<file path="config.mk">
export PLATFORM = sky130hd
export DESIGN_NAME = sar_converter_control
export DESIGN_NICKNAME = d
export VERILOG_FILES = /design/src/verilog/sar_pkg.sv /design/src/verilog/sar_converter_control.sv
export SDC_FILE = /design/constraint.sdc
export NUM_CORES = 1
export LEC_CHECK = 0
export ABC_AREA = 0
export BUFFER_PORTS_ARGS = -buffer_cell sky130_fd_sc_hd__buf_2
export CORE_AREA = 2 2 130 132
export DETAILED_ROUTE_END_ITERATION = 7
export DIE_AREA = 0 0 132 134
export GPL_TIMING_DRIVEN = 0
export MAX_ROUTING_LAYER = met4
export PLACE_DENSITY = 0.6
export SETUP_SLACK_MARGIN = 0.2
export SLEW_MARGIN = 0
export SYNTH_ARGS = -nofsm -noshare
export SYNTH_HDL_FRONTEND = slang
export SYNTH_SLANG_ARGS = --single-unit
</file>
<file path="constraint.sdc">
create_clock -name CLOCK_I -period 2.4 [get_ports CLOCK_I]
set_clock_uncertainty 0.1 [all_clocks]
set_input_delay 0.36 -clock CLOCK_I [delete_from_list [all_inputs] [get_ports CLOCK_I]]
set_output_delay 0.36 -clock CLOCK_I [all_outputs]
set_load 0.05 [all_outputs]
</file>
<file path="src/verilog/sar_pkg.sv">
`default_nettype none

package sar_pkg;

   // register byte offsets
   localparam logic [11:0] OFF_CTRL0  = 12'h000;
   localparam logic [11:0] OFF_CTRL1  = 12'h004;
   localparam logic [11:0] OFF_AEN    = 12'h008;
   localparam logic [11:0] OFF_RESULT = 12'h00C;
   localparam logic [11:0] OFF_STATUS = 12'h010;

   // control field layouts, lsb last
   typedef struct packed {
      logic [1:0] sample_hold_time;
      logic [1:0] reference_select;
      logic       buffer_speed_select;
      logic       reference_burst;
      logic       reference_output;
      logic       reference_level_select;
      logic       reference_on;
      logic       core_on;
      logic       software_start;
      logic       conversion_enable;
   } ctrl0_type;

   typedef struct packed {
      logic       twos_complement;
      logic [2:0] clock_divider;
      logic [1:0] clock_source_select;
      logic       trigger_invert;
      logic [1:0] trigger_source_select;
      logic [3:0] channel;
   } ctrl1_type;

   // reset values
   localparam ctrl0_type CTRL0_RESET = 12'h000;
   localparam ctrl1_type CTRL1_RESET = 13'h0000;
   localparam logic [7:0] AEN_RESET  = 8'h00;

   // converter figures
   localparam logic [9:0] FULL_SCALE  = 10'h3FF;
   localparam logic [9:0] SIGN_FLIP   = 10'h200;
   localparam logic [6:0] CONV_TICKS  = 7'h0D;
   localparam logic [6:0] SAR_STEPS   = 7'h0A;
   localparam logic [3:0] CHAN_LAST   = 4'hB;
   localparam logic [6:0] HOLD_SHORT  = 7'h04;
   localparam logic [6:0] HOLD_MID    = 7'h08;
   localparam logic [6:0] HOLD_LONG   = 7'h10;
   localparam logic [6:0] HOLD_MAX    = 7'h40;
   localparam logic [1:0] SRC_OSC     = 2'h3;
   localparam logic [1:0] REF_EXT_BUF = 2'h3;

   // synchroniser slots
   localparam int IN_TIMER1 = 5;
   localparam int IN_TIMER0 = 6;
   localparam int IN_TIMER2 = 7;
   localparam int IN_COMP   = 8;

   // operation states, gray along idle-sample-convert
   typedef enum logic [1:0] {
      ST_IDLE    = 2'b00,
      ST_SAMPLE  = 2'b01,
      ST_CONVERT = 2'b11
   } state_type;

endpackage

`default_nettype wire

</file>
<file path="src/verilog/sar_converter_control.sv">
// Our own choices: the address map and the APB slave port.
`timescale 1ns/1ps
`default_nettype none

module sar_converter_control (
   // system
   input  wire logic        CLOCK_I,
   input  wire logic        RESET_I,
   // apb slave
   input  wire logic        PSEL_I,
   input  wire logic        PENABLE_I,
   input  wire logic        PWRITE_I,
   input  wire logic [11:0] PADDR_I,
   input  wire logic [31:0] PWDATA_I,
   output var  logic [31:0] PRDATA_O,
   output var  logic        PREADY_O,
   output var  logic        PSLVERR_O,
   // clock source pins
   input  wire logic        SUBSYS_CLK_I,
   input  wire logic        MASTER_CLK_I,
   input  wire logic        AUX_CLK_I,
   input  wire logic        OSC_CLK_I,
   // timer trigger pins
   input  wire logic        TIMER_OUT0_I,
   input  wire logic        TIMER_OUT1_I,
   input  wire logic        TIMER_OUT2_I,
   // analog core
   input  wire logic        COMPARE_I,
   output var  logic [9:0]  DAC_CODE_O,
   output var  logic [3:0]  CHANNEL_O,
   output var  logic [7:0]  PIN_ANALOG_EN_O,
   output var  logic        SAMPLE_ACTIVE_O,
   output var  logic        CORE_POWER_O,
   output var  logic        OSC_ENABLE_O,
   // reference control
   output var  logic        BANDGAP_ON_O,
   output var  logic        REF_BUFFER_ON_O,
   output var  logic        REF_LEVEL_O,
   output var  logic        REF_PIN_OUT_O,
   output var  logic        EXT_REF_BUFFER_O,
   output var  logic        BUFFER_SLOW_O
);

   ////////////////////////////////////////////////////////////////
   // declarations

   sar_pkg::ctrl0_type ctrl0;      // power, reference, timing
   sar_pkg::ctrl1_type ctrl1;      // mux, trigger, clock
   sar_pkg::state_type state;      // operation phase
   sar_pkg::state_type next_state; // phase after this edge
   logic [8:0]  raw_in;            // asynchronous pins
   logic [8:0]  s1;                // first sync stage
   logic [8:0]  s2;                // second sync stage
   logic [8:0]  s3;                // third sync stage
   logic [8:0]  filt;              // agreed level
   logic        src_prev;          // source level last cycle
   logic        src_level;         // chosen source level
   logic [2:0]  div_cnt;           // divider position
   logic        conv_tick;         // one conversion clock
   logic        trig_level;        // selected, before polarity flip
   logic        t_s1;              // tick-domain sync 1
   logic        t_s2;              // tick-domain sync 2
   logic        t_prev;            // previous synced trigger
   logic        trig_edge;         // rising trigger seen
   logic [6:0]  phase_cnt;         // ticks in current phase
   logic [9:0]  trial;             // sar working code
   logic [3:0]  bit_idx;           // bit under decision
   logic [9:0]  keep;              // code after decision
   logic [9:0]  conversion_result; // last finished code
   logic        result_new;        // unread result
   logic        setup;             // apb setup phase
   logic        wr;                // write completes
   logic        rd;                // read completes
   logic [31:0] rd_val;            // read mux
   logic        rd_ok;             // address mapped
   logic        next_busy;         // next phase not idle
   logic        start_op;          // idle to sample

   // sample length decode, used by timer and checks
   function automatic logic [6:0] hold_ticks(input logic [1:0] sel);
      unique case (sel)
         2'h0: hold_ticks = sar_pkg::HOLD_SHORT;
         2'h1: hold_ticks = sar_pkg::HOLD_MID;
         2'h2: hold_ticks = sar_pkg::HOLD_LONG;
         2'h3: hold_ticks = sar_pkg::HOLD_MAX;
      endcase
   endfunction

   ////////////////////////////////////////////////////////////////
   // pin synchronisers

   assign raw_in = {COMPARE_I, TIMER_OUT2_I, TIMER_OUT0_I,
                    TIMER_OUT1_I, 1'b0, OSC_CLK_I, AUX_CLK_I,
                    MASTER_CLK_I, SUBSYS_CLK_I};

   // three flops; a change counts once stages 2 and 3 agree
   generate
      for (genvar g = 0; g < 9; g++)
      begin : g_sync
         always_ff @(posedge CLOCK_I)
         begin
            if (RESET_I)
            begin
               s1[g]   <= 1'b0;
               s2[g]   <= 1'b0;
               s3[g]   <= 1'b0;
               filt[g] <= 1'b0;
            end
            else
            begin
               s1[g] <= raw_in[g];
               s2[g] <= s1[g];
               s3[g] <= s2[g];
               if (s2[g] == s3[g])
                  filt[g] <= s3[g];
            end
         end
      end
   endgenerate

   ////////////////////////////////////////////////////////////////
   // conversion clock: source pick and divider

   // slot 4 unused, so sources index slots 0..3 directly
   assign src_level = filt[ctrl1.clock_source_select];

   // sources must stay below a quarter of CLOCK_I to be seen
   always_ff @(posedge CLOCK_I)
   begin
      if (RESET_I)
      begin
         src_prev  <= 1'b0;
         div_cnt   <= 3'h0;
         conv_tick <= 1'b0;
      end
      else
      begin
         src_prev  <= src_level;
         conv_tick <= 1'b0;
         if (src_level && !src_prev)
         begin
            // field n divides by n+1
            if (div_cnt >= ctrl1.clock_divider)
            begin
               div_cnt   <= 3'h0;
               conv_tick <= 1'b1;
            end
            else
               div_cnt <= div_cnt + 3'h1;
         end
      end
   end

   ////////////////////////////////////////////////////////////////
   // trigger select, invert, resync to ticks

   always_comb
   begin
      unique case (ctrl1.trigger_source_select)
         2'h0: trig_level = ctrl0.software_start;
         2'h1: trig_level = filt[sar_pkg::IN_TIMER1];
         2'h2: trig_level = filt[sar_pkg::IN_TIMER0];
         2'h3: trig_level = filt[sar_pkg::IN_TIMER2];
      endcase
   end

   // polarity flip sits ahead of the edge detector
   always_ff @(posedge CLOCK_I)
   begin
      if (RESET_I)
      begin
         t_s1   <= 1'b0;
         t_s2   <= 1'b0;
         t_prev <= 1'b0;
      end
      else if (conv_tick)
      begin
         t_s1   <= trig_level ^ ctrl1.trigger_invert;
         t_s2   <= t_s1;
         t_prev <= t_s2;
      end
   end

   assign trig_edge = t_s2 && !t_prev;

   ////////////////////////////////////////////////////////////////
   // operation sequencer

   // everything advances on ticks only: a stopped source
   // freezes the operation, nothing is ever completed
   always_comb
   begin
      next_state = state;
      unique case (state)
         sar_pkg::ST_IDLE:
            // edges outside idle are never looked at
            if (conv_tick && trig_edge
                && ctrl0.conversion_enable
                && ctrl0.core_on)
               next_state = sar_pkg::ST_SAMPLE;
         sar_pkg::ST_SAMPLE:
            if (conv_tick && phase_cnt ==
                hold_ticks(ctrl0.sample_hold_time) - 7'h1)
               next_state = sar_pkg::ST_CONVERT;
         sar_pkg::ST_CONVERT:
            if (conv_tick && phase_cnt == sar_pkg::CONV_TICKS - 7'h1)
               next_state = sar_pkg::ST_IDLE;
         default:
            // code 10 is illegal; recover to idle
            next_state = sar_pkg::ST_IDLE;
      endcase
   end

   assign start_op = (state == sar_pkg::ST_IDLE)
                     && (next_state == sar_pkg::ST_SAMPLE);

   // state and tick counter per phase
   always_ff @(posedge CLOCK_I)
   begin
      if (RESET_I)
      begin
         state     <= sar_pkg::ST_IDLE;
         phase_cnt <= 7'h00;
      end
      else
      begin
         state <= next_state;
         if (next_state != state)
            phase_cnt <= 7'h00;
         else if (conv_tick)
            phase_cnt <= phase_cnt + 7'h01;
      end
   end

   ////////////////////////////////////////////////////////////////
   // successive approximation

   assign bit_idx = 4'(4'h9 - phase_cnt[3:0]);

   // comparator high keeps the trial bit set
   always_comb
   begin
      keep = trial;
      // idle ticks past bit 0 would index beyond the code
      if (!filt[sar_pkg::IN_COMP] && bit_idx <= 4'h9)
         keep[bit_idx] = 1'b0;
   end

   // comparator resync lag is four cycles; ticks must be wider
   always_ff @(posedge CLOCK_I)
   begin
      if (RESET_I)
      begin
         trial             <= 10'h000;
         conversion_result <= 10'h000;
      end
      else if (state == sar_pkg::ST_SAMPLE
               && next_state == sar_pkg::ST_CONVERT)
         trial <= sar_pkg::SIGN_FLIP;
      else if (state == sar_pkg::ST_CONVERT && conv_tick)
      begin
         if (phase_cnt < sar_pkg::SAR_STEPS)
         begin
            // all-high comparator settles at full scale
            trial <= keep;
            if (bit_idx != 4'h0)
               trial[bit_idx - 4'h1] <= 1'b1;
         end
         if (next_state == sar_pkg::ST_IDLE)
            // msb flip turns offset binary to signed
            conversion_result <= ctrl1.twos_complement
                                 ? (trial ^ sar_pkg::SIGN_FLIP)
                                 : trial;
      end
   end

   assign DAC_CODE_O = trial;

   ////////////////////////////////////////////////////////////////
   // apb slave

   assign setup = PSEL_I && !PENABLE_I;
   assign wr    = PSEL_I && PENABLE_I && PREADY_O && PWRITE_I
                  && !PSLVERR_O;
   assign rd    = PSEL_I && PENABLE_I && PREADY_O && !PWRITE_I;

   // read mux; unmapped answers error with zero data
   always_comb
   begin
      rd_val = 32'h0000_0000;
      rd_ok  = 1'b1;
      unique case (PADDR_I)
         sar_pkg::OFF_CTRL0:  rd_val[11:0] = ctrl0;
         sar_pkg::OFF_CTRL1:  rd_val[12:0] = ctrl1;
         sar_pkg::OFF_AEN:    rd_val[7:0]  = PIN_ANALOG_EN_O;
         sar_pkg::OFF_RESULT: rd_val[9:0]  = conversion_result;
         sar_pkg::OFF_STATUS: rd_val[2:0]  = {result_new,
                                  state == sar_pkg::ST_CONVERT,
                                  SAMPLE_ACTIVE_O};
         default:             rd_ok        = 1'b0;
      endcase
   end

   // answer captured in setup, one access cycle, no waits
   always_ff @(posedge CLOCK_I)
   begin
      if (RESET_I)
      begin
         PREADY_O  <= 1'b0;
         PSLVERR_O <= 1'b0;
         PRDATA_O  <= 32'h0000_0000;
      end
      else
      begin
         PREADY_O  <= setup;
         PSLVERR_O <= setup && !rd_ok;
         if (setup)
            PRDATA_O <= rd_val;
      end
   end

   ////////////////////////////////////////////////////////////////
   // control registers

   always_ff @(posedge CLOCK_I)
   begin
      if (RESET_I)
      begin
         ctrl0 <= sar_pkg::CTRL0_RESET;
         ctrl1 <= sar_pkg::CTRL1_RESET;
      end
      else
      begin
         // start bit self-clears; a same-cycle write wins
         if (start_op)
            ctrl0.software_start <= 1'b0;
         if (wr && PADDR_I == sar_pkg::OFF_CTRL0)
         begin
            // while enabled only enable and start move
            if (!ctrl0.conversion_enable)
               ctrl0 <= PWDATA_I[11:0];
            else
            begin
               ctrl0.conversion_enable <= PWDATA_I[0];
               ctrl0.software_start    <= PWDATA_I[1];
            end
         end
         if (wr && PADDR_I == sar_pkg::OFF_CTRL1
             && !ctrl0.conversion_enable)
         begin
            ctrl1 <= PWDATA_I[12:0];
            // codes above the last input alias to it
            if (PWDATA_I[3:0] > sar_pkg::CHAN_LAST)
               ctrl1.channel <= sar_pkg::CHAN_LAST;
         end
      end
   end

   assign CHANNEL_O     = ctrl1.channel;
   assign REF_LEVEL_O   = ctrl0.reference_level_select;
   assign BUFFER_SLOW_O = ctrl0.buffer_speed_select;

   // pin buffer disables stay writable at any time
   always_ff @(posedge CLOCK_I)
   begin
      if (RESET_I)
         PIN_ANALOG_EN_O <= sar_pkg::AEN_RESET;
      else if (wr && PADDR_I == sar_pkg::OFF_AEN)
         PIN_ANALOG_EN_O <= PWDATA_I[7:0];
   end

   // unread flag: cleared by reading result, set wins
   always_ff @(posedge CLOCK_I)
   begin
      if (RESET_I)
         result_new <= 1'b0;
      else
      begin
         if (rd && PADDR_I == sar_pkg::OFF_RESULT)
            result_new <= 1'b0;
         if (state == sar_pkg::ST_CONVERT
             && next_state == sar_pkg::ST_IDLE)
            result_new <= 1'b1;
      end
   end

   ////////////////////////////////////////////////////////////////
   // power management, aligned with the state register

   assign next_busy = next_state != sar_pkg::ST_IDLE;

   always_ff @(posedge CLOCK_I)
   begin
      if (RESET_I)
      begin
         SAMPLE_ACTIVE_O  <= 1'b0;
         CORE_POWER_O     <= 1'b0;
         OSC_ENABLE_O     <= 1'b0;
         BANDGAP_ON_O     <= 1'b0;
         REF_BUFFER_ON_O  <= 1'b0;
         REF_PIN_OUT_O    <= 1'b0;
         EXT_REF_BUFFER_O <= 1'b0;
      end
      else
      begin
         SAMPLE_ACTIVE_O <= next_state == sar_pkg::ST_SAMPLE;
         CORE_POWER_O    <= ctrl0.core_on && next_busy;
         // runs while armed too, else no trigger is ever seen
         OSC_ENABLE_O    <= (ctrl1.clock_source_select
                             == sar_pkg::SRC_OSC) && ctrl0.core_on
                            && (next_busy || ctrl0.conversion_enable);
         BANDGAP_ON_O    <= ctrl0.reference_on;
         REF_BUFFER_ON_O <= ctrl0.reference_on
                            && (next_busy || (ctrl0.reference_output
                            && !ctrl0.reference_burst));
         REF_PIN_OUT_O   <= ctrl0.reference_on
                            && ctrl0.reference_output;
         EXT_REF_BUFFER_O <= (ctrl0.reference_select
                              == sar_pkg::REF_EXT_BUF) && next_busy;
      end
   end

   ////////////////////////////////////////////////////////////////
   // checks

   logic [6:0] samp_h; // ticks seen while sampling
   logic [6:0] conv_h; // ticks seen while converting

   always_ff @(posedge CLOCK_I)
   begin
      if (RESET_I || !SAMPLE_ACTIVE_O)
         samp_h <= 7'h00;
      else
         samp_h <= samp_h + {6'h00, conv_tick};
   end

   always_ff @(posedge CLOCK_I)
   begin
      if (RESET_I || state != sar_pkg::ST_CONVERT)
         conv_h <= 7'h00;
      else
         conv_h <= conv_h + {6'h00, conv_tick};
   end
endmodule

`default_nettype wire

</file>
# Word level (Yosys, flattened, before mapping)

Cells that the tools add are included.

Add/sub/neg operators: 5
Order comparisons: 9
Equality and inequality tests: 27
Mux-type cells: 32
Bitwise logic cells: 8
Reduce and logical (&&, ||, !) cells: 63

Operators by type and width:

| operator              | number |
|---|---|
| $mux W10              | 6 |
| $logic_and A1 B1 Y1   | 33 |
| $pmux W7 S4           | 1 |
| $eq A12 B4 Y1 const B | 2 |
| $pmux W5 S4           | 1 |
| $eq A2 B2 Y1 const B  | 8 |
| $pmux W3 S5           | 1 |
| $eq A12 B3 Y1 const B | 1 |
| $eq A12 B5 Y1 const B | 1 |
| $logic_not A12 Y1     | 1 |
| $pmux W2 S3           | 2 |
| $and A10 B10 Y10      | 1 |
| $lt A4 B5 Y1 const B  | 2 |
| $not A10 Y10          | 1 |
| $or A10 B10 Y10       | 1 |
| $reduce_bool A2 Y1    | 5 |
| $logic_not A1 Y1      | 9 |
| $mux W1               | 9 |
| $demux W1 S4          | 2 |
| $eq A1 B1 Y1          | 8 |
| $eq A2 B1 Y1 const B  | 4 |
| $ge A4 B1 Y1 const B  | 2 |
| $logic_not A2 Y1      | 4 |
| $mux W2               | 4 |
| 27 further kinds      | 35 |

Bits in registers: 125
Input port bits: 57
Output and inout bits: 65
Word-level logic and storage cells: 215

# Longest topological paths before layout

Gate-level depths: netlist of the first run.

Word-level depth: 13
Gate-level depth with buffers: 7
Gate-level depth less buffers: 6

# Worst setup path before layout of the first run

Ideal clock, no wire load.

Path type: flip-flop to flip-flop
From: register phase_cnt[2]
To: register trial[0] (netlist: DAC_CODE_O[0])
Data arrival time: 2,078 ps
Required time: 2,208 ps
Setup slack: 130 ps
Cell stages (with the launch flop): 8
Path buffers: 1
Period minus slack after synthesis: 2,270 ps
Cell sequence: dfxtp_1 inv_1 ha_1 buf_1 nor2b_1 a2111oi_4 a41oi_1 nor4_1

Longest elaborated chain between the ends: 10

Ends and longest elaborated chain:

| item                                                                  | line                         | RTL |
|---|---|---|
| start, declared                                                       | sar_converter_control.sv:65  | `logic [6:0] phase_cnt;` |
| start signal, assigned                                                | sar_converter_control.sv:231 | `phase_cnt <= phase_cnt + 7'h01;` |
| parallel branches: the longest is 10 deep, another holds $lt A4 B5 Y1 | -                            |  |
| end signal, assigned                                                  | sar_converter_control.sv:259 | `trial <= sar_pkg::SIGN_FLIP;` |
| end signal, assigned                                                  | sar_converter_control.sv:265 | `trial <= keep;` |
| end, declared                                                         | sar_converter_control.sv:66  | `logic [9:0] trial;` |

Parallel ways; which one is timed is not known.
A chain may end at the register's enable or synchronous reset.

# Worst setup path after layout of the first run

From: register phase_cnt[6]
To: register trial[9] (netlist: DAC_CODE_O[9])

Longest elaborated chain between the ends: 8

Ends and longest elaborated chain:

| item                                         | line                                                       | RTL |
|---|---|---|
| $eq A7 B4 Y1 or $eq A7 B7 Y1 (tied branches) | sar_converter_control.sv:206, sar_converter_control.sv:202 |  |
| $logic_and A1 B1 Y1 (on tied branches)       | sar_converter_control.sv:206, sar_converter_control.sv:202 |  |
| $mux W2 (on tied branches)                   | sar_converter_control.sv:206, sar_converter_control.sv:202 |  |
| $pmux W2 S3                                  | sar_converter_control.sv:194                               | `unique case (state)` |
| $eq A2 B2 Y1                                 | sar_converter_control.sv:258                               | `&& next_state == sar_pkg::ST_CONVERT)` |
| $logic_and A1 B1 Y1                          | sar_converter_control.sv:258                               |  |
| $reduce_bool A2 Y1 (no line)                 | -                                                          |  |
| $reduce_and A2 Y1 (no line)                  | -                                                          |  |

Several ways; a longest one is shown, not always the timed one.

==> results of run 1 <==
[metrics by stage]
step / cell area, um^2 / power, mW
4_1_cts: 7000 / 4.87
2_1_floorplan: 5660 / 2.35
3_5_place_dp: 6350 / 2.43
3_3_place_gp: 6350 / 2.43
5_1_grt: 7080 / 4.97
6_report: 7080 / 4.83
[path summary, 6_finish.rpt]
kind,to,depth (start not counted)
worst min register to register,s2[7],1
worst max register to register,DAC_CODE_O[9],6
worst max-delay path,DAC_CODE_O[9],6
worst min-delay path,s1[1],2
[power groups by stage]
stage / registers (mW) / logic [mW] / clock network (mW)
after detailed placement: 2.15 / 0.282 / 0
after CTS: 2.11 / 0.283 / 2.48
after floorplan: 2.17 / 0.175 / 0
final: 2.11 / 0.286 / 2.44
after global placement: 2.15 / 0.282 / 0
after global routing: 2.11 / 0.304 / 2.56
[layout make-up]
| cell class | instances | share of cell area [%] |
|---|---|---|
| buffer | 67 | 5.34 |
| clock buffer | 22 | 6.56 |
| clock inverter | 8 | 1.31 |
| inverter | 14 | 0.742 |
| multi-input combinational | 424 | 40.1 |
| sequential | 125 | 35.5 |
| tap | 220 | 3.89 |
| timing repair buffer | 89 | 6.59 |
[critical path, cell delays in order (launching register included)]
cell and delay (ns):
dfxtp_4 0.34, or4b_4 0.53, buf_6 0.15, or4_4 0.52, buf_6 0.15, o41ai_4 0.19, a31oi_1 0.11
[flip-flops by register name, indices dropped and copies added (netlist names), 2 cells and up]
signal             flops
DAC_CODE_O            10
s1                     8
conversion_result     10
PRDATA_O              13
ctrl1                  9
filt                   8
ctrl0                 10
CHANNEL_O              4
state                  2
s3                     8
div_cnt                3
PIN_ANALOG_EN_O        8
phase_cnt              7
s2                     8
[logic make-up (layout without fill, tap and decap cells)]
logic type | after synthesis | count (layout)
other | 1 | 19
multiplexers | 25 | 25
adder cells (fa/ha/maj) | 12 | 12
AO/OA/AOI/OAI | 151 | 151
buffers and inverters | 81 | 200
AND/OR/NAND/NOR | 203 | 203
XOR/XNOR | 14 | 14
flip-flops | 125 | 125
[cell usage after synthesis (4+ instances only)]
library cell	number	area share, %
a211oi_1	18	2.4
a21oi_1	53	4.7
a22oi_1	7	0.94
and3_1	5	0.56
buf_2	4	0.36
buf_4	24	3.2
clkbuf_1	37	2.5
dfxtp_1	125	45
ha_1	12	2.7
inv_1	14	0.94
mux2_2	7	1.4
mux2i_1	16	2.9
nand2_1	24	1.6
nand2b_1	7	0.78
nand3_1	31	2.8
nand4_1	24	2.7
nand4b_1	8	1.3
nor2_1	26	1.7
nor2b_1	33	3.7
nor3_1	9	0.80
nor4_1	12	1.3
o211ai_1	5	0.67
o21ai_0	35	3.1
o31ai_1	11	1.5
or3_1	6	0.67
xnor2_1	10	1.6
xor2_1	4	0.63
[cell usage in the layout (no fill, tap or decap), drive strengths merged, types with 4 or more instances in the layout]
cell,synthesis,routed
nor3,10,10
xor2,4,4
a22oi,7,7
nor2,26,26
xnor2,10,10
o31ai,11,11
a21oi,53,53
mux2,7,7
a211oi,18,18
nor4,14,14
dfxtp,125,125
nand2b,7,7
nand4b,8,8
nand4,24,24
or3,6,6
nor2b,33,33
nand2,24,24
nand3,31,31
clkinv,0,5
mux2i,16,16
o211ai,5,5
and3,5,5
buf,30,121
or4,4,4
o21ai,35,35
conb,1,19
ha,12,12
inv,14,14
clkbuf,37,57
[metal layers]
layer	GRT usage (%)	up-vias	part of all wire [%]
li1	-	2455	-
met1	24.5	2336	45
met2	28.7	176	46
met3	4.08	32	5.9
met4	8.03	0	2.2
met5	-	-	0
[repair_timing]
action / 4_1_cts / 5_1_grt
gates resized for setup: 19 / 26
cloned: 1 / 0
pin swaps: 5 / 3
hold buffers: 0 / 0
hold endpoints to repair: 0 / 0
buffers inserted: 2 / 4
setup endpoints to repair: 29 / 45
==> results.toml, run 1 <==
[outcome]
status = "completed"

[power]
p_clk_share_pct = 50.5
power_leakage_nw = 2.67
p_int_mw = 3.74
vdd_drop_max_mv = 0.510
swShare_pct = 22.6
power_switching_mw = 1.09
power_frac_seq_pct = 43.6
share_comb_of_total_power_pct = 5.9
p_per_area_mw_per_mm2 = 682

[logic_synthesis]
synth_compound_area_share_pct = 17.3
synth-simple-area-share_pct = 20.7
syn_avg_cell_area_um2 = 9.14
synth_top_family_by_area = "simple AND/OR/NAND/NOR gates"
yosysWarnings = 0
synth-seq-cells = 125
syn_inst = 612
synth_edf_count = 0
synth_xor_area_share_pct = 2.19
ys_types = 57
syn_area_mm2 = 0.00560
synth_sequential_area_ratio_pct = 44.7
synthAdderAreaFrac_pct = 2.68
async_reset_ff_share_pct = 0
muxShareOfSynthArea_pct = 5.08
yosys_most_used_dff = "dfxtp_1"

[worst_setup_path]
worstSetupPathType = "reg2reg"
path_max_fanout = 5
critPathLaunchType = "register"
crit_path_start = "phase_cnt[6]"
cp.required_ns = 2.56
worstPathArrival_ns = 2.41
r2r_slack_ns = 0.15
cp-end-kind = "register"
r2r-start = "phase_cnt[6]"

[layout]
num-fill-cells = 1613
fin_cells = 969
seq_area_mm2 = 0.00251
area_delta_synth_final_pct = 26.5
drive_gt1_share_pct = 25.2
num_antenna_cells = 0
final_util_pct = 43.5
nets = 807
multi_input_area_mm2 = 0.00284

[floorplan]
fp.dieW_um = 132
die_h_um = 134
ios = 122
die_area_mm2 = 0.0177
core_mm2 = 0.0163
row_count = 47
initial_core_util_pct = 34.3

[timing]
rsz0062_at_grt = "true"
setup-violations-final = 0
slew-limit-headroom_pct = 45.6
worst_pin_slew_ns = 0.809
hold_slack_ns = 0.0540
min_period_ns = 2.25
final-hold-violation-count = 0
final-max-slew-violation-count = 0
fin_setup_tns_ns = 0
setup_ws_ns = 0.154
fin_crit_sh_pct = 93.6
fmax_mhz = 445

[cts]
cts_sinks = 125
cts_tree = "done"
root_buffer = "clkbuf_16"
cts_max_path_buffers = 2
clk_transition_reported_paths_ns = 0.05
cts_max_level = 4
insertion_delay_ns = 0.41
cts_buffers = 17

[global_route]
grt_start_max_net_pins = 17
grt_pass1_wl_um = 25500
grt_usage_pct = 18.9
grt_pass1_vias = 4662
grt-ovfl-total = 0
antenna_found_initial = 0

[placed_design]
dp_slack_ns = -0.266
portBuffers = 82
dp_hpwl_um = 11800
gp_congestion = 0.913
dp.cells = 932

[route]
vias = 4999
drc = 0
drt-vias-per-instance = 5.16
postRouteAntennaNets = 0
drt_first_pass_iters = 5
detail_route.wirelength_um = 16300
wire_per_inst_um = 16.8
drt_iter0_drc = 371

[min_path]
worstHoldPathType = "in2reg"
min-delay-start = "MASTER_CLK_I"

[job]
drv_cap = 0
No activity file was read; power rests on OpenSTA's default activity.
==> run 2: changes to the inputs <==
Settings changed: CTS_BUF_LIST from default to sky130_fd_sc_hd__clkbuf_4 sky130_fd_sc_hd__clkbuf_8 sky130_fd_sc_hd__clkbuf_16.
==> run 2 against run 1 <==
Against the previous run: clock power grew 2%; cell area is essentially flat; core utilization is essentially flat; die area is the same; critical endpoint unchanged; largest cell class unchanged; largest power group unchanged.
==> results.toml, run 2 (synthesis gave the netlist of run 1 again) <==
[timing]
worst_pin_slew_ns = 0.803
min_period_ns = 2.25
fin_crit_sh_pct = 93.8
setup-violations-final = 0
final-hold-violation-count = 0
slew-limit-headroom_pct = 46.0
rsz0062_at_grt = "true"
setup_ws_ns = 0.149
fin_setup_tns_ns = 0
fmax_mhz = 444
final-max-slew-violation-count = 0

[power]
p_per_area_mw_per_mm2 = 687
vdd_drop_max_mv = 0.524
power_leakage_nw = 2.68

[min_path]
min-delay-start = "MASTER_CLK_I"
worstHoldPathType = "in2reg"
min_to = "s1[1]"
min_path_cells = 2

[global_route]
grt_pass1_vias = 4651
grt_usage_pct = 19.0
grt_start_max_net_pins = 17
antenna_found_initial = 0
grt_pass1_wl_um = 25500
grt-ovfl-total = 0

[layout]
nets = 807
final_util_pct = 43.5
area_delta_synth_final_pct = 26.7
drive_gt1_share_pct = 25.4
num_antenna_cells = 0
mostFrequentLayoutCell = "dfxtp_1"
mostFrequentLayoutCells = "120 x dfxtp_1, 87 x buf_2, 53 x a21oi_1"
top_register = "PRDATA_O"
num-fill-cells = 1612
largest_reg_flops = 13

[floorplan]
row_count = 47
die_h_um = 134
die_area_mm2 = 0.0177
fp.dieW_um = 132
ios = 122
initial_core_util_pct = 34.3
core_mm2 = 0.0163

[worst_setup_path]
cp.required_ns = 2.57
worstPathArrival_ns = 2.42
reg2reg_to = "DAC_CODE_O[9]"
cp-end-kind = "register"
r2r_slack_ns = 0.15
r2r-start = "phase_cnt[6]"
path_max_fanout = 5
worstSetupPathType = "reg2reg"
rr_worst_depth = 6
critPathLaunchType = "register"

[placed_design]
portBuffers = 82
dp_slack_ns = -0.266
gp_congestion = 0.913
dp_hpwl_um = 11800

[cts]
cts_buffers = 17
cts_tree = "done"
cts_max_level = 4
insertion_delay_ns = 0.42
cts_sinks = 125
root_buffer = "clkbuf_16"
cts_max_path_buffers = 2
clk_transition_reported_paths_ns = 0.05

[route]
postRouteAntennaNets = 0
drt-vias-per-instance = 5.16
drc = 0
detail_route.wirelength_um = 16400
wire_per_inst_um = 16.9
drt_first_pass_iters = 5
drt_iter0_drc = 413
vias = 5003

[job]
drv_cap = 0

[outcome]
status = "completed"
==> run 2: where the power goes <==
group / switching [mW] / internal [mW] / leakage [nW]
Combinational: 0.204 / 0.0813 / 1.38
Sequential: 0.00828 / 2.10 / 1.01
Clock: 0.888 / 1.59 / 0.286
Total: 1.10 / 3.77 / 2.68
==> run 2: critical path: stages, from the launching register on <==
cell and delay, ns:
dfxtp_4 0.34, or4b_4 0.54, buf_6 0.15, or4_4 0.52, buf_6 0.15, o41ai_4 0.20, a31oi_1 0.11
==> run 2: layer usage <==
layer / track usage, % / routed length, um / vias up
li1: - / - / 2450
met1: 24.6 / 7430 / 2345
met2: 28.8 / 7600 / 173
met3: 4.20 / 990 / 35
met4: 7.91 / 385 / 0
met5: - / 0 / -
==> run 2: area by class of cell <==
type	instances	area [um^2]	share of cell area, %
buffer	67	377	5.31
clock buffer	22	475	6.71
clock inverter	8	92.6	1.31
inverter	14	52.6	0.742
multi-input combinational	424	2830	40.0
sequential	125	2510	35.5
tap	220	275	3.88
timing repair buffer	89	467	6.59
==> run 2: how the worst max path moves through the flow <==
stage            startpoint       endpoint  slack (ns)
5_1_grt        phase_cnt[6]  DAC_CODE_O[6]        0.08
6_report       phase_cnt[6]  DAC_CODE_O[9]        0.15
4_1_cts        phase_cnt[6]  DAC_CODE_O[9]        0.16
2_1_floorplan    PADDR_I[9]      ctrl1[11]        0.21
3_3_place_gp   phase_cnt[4]   phase_cnt[4]       -0.27
3_5_place_dp   phase_cnt[4]   phase_cnt[1]       -0.27
==> run 2: per-stage QoR <==
stage / hold WS, ns / cell area, um^2 / total power [mW] / cells
2_1_floorplan: 0.314 / 5660 / 2.35 / 630
3_3_place_gp: 0.316 / 6350 / 2.43 / 932
3_5_place_dp: 0.320 / 6350 / 2.43 / 932
4_1_cts: 0.0367 / 7010 / 4.91 / 965
5_1_grt: 0.0404 / 7090 / 5.01 / 969
6_report: 0.0475 / 7090 / 4.87 / 969
==> run 2: timing repair <==
item                       in CTS  in global routing
hold buffers                    0                  0
pin swaps                       5                  3
gates resized for setup        19                 23
setup endpoints to repair      29                 44
buffers inserted                2                  4
gates cloned                    1                  0
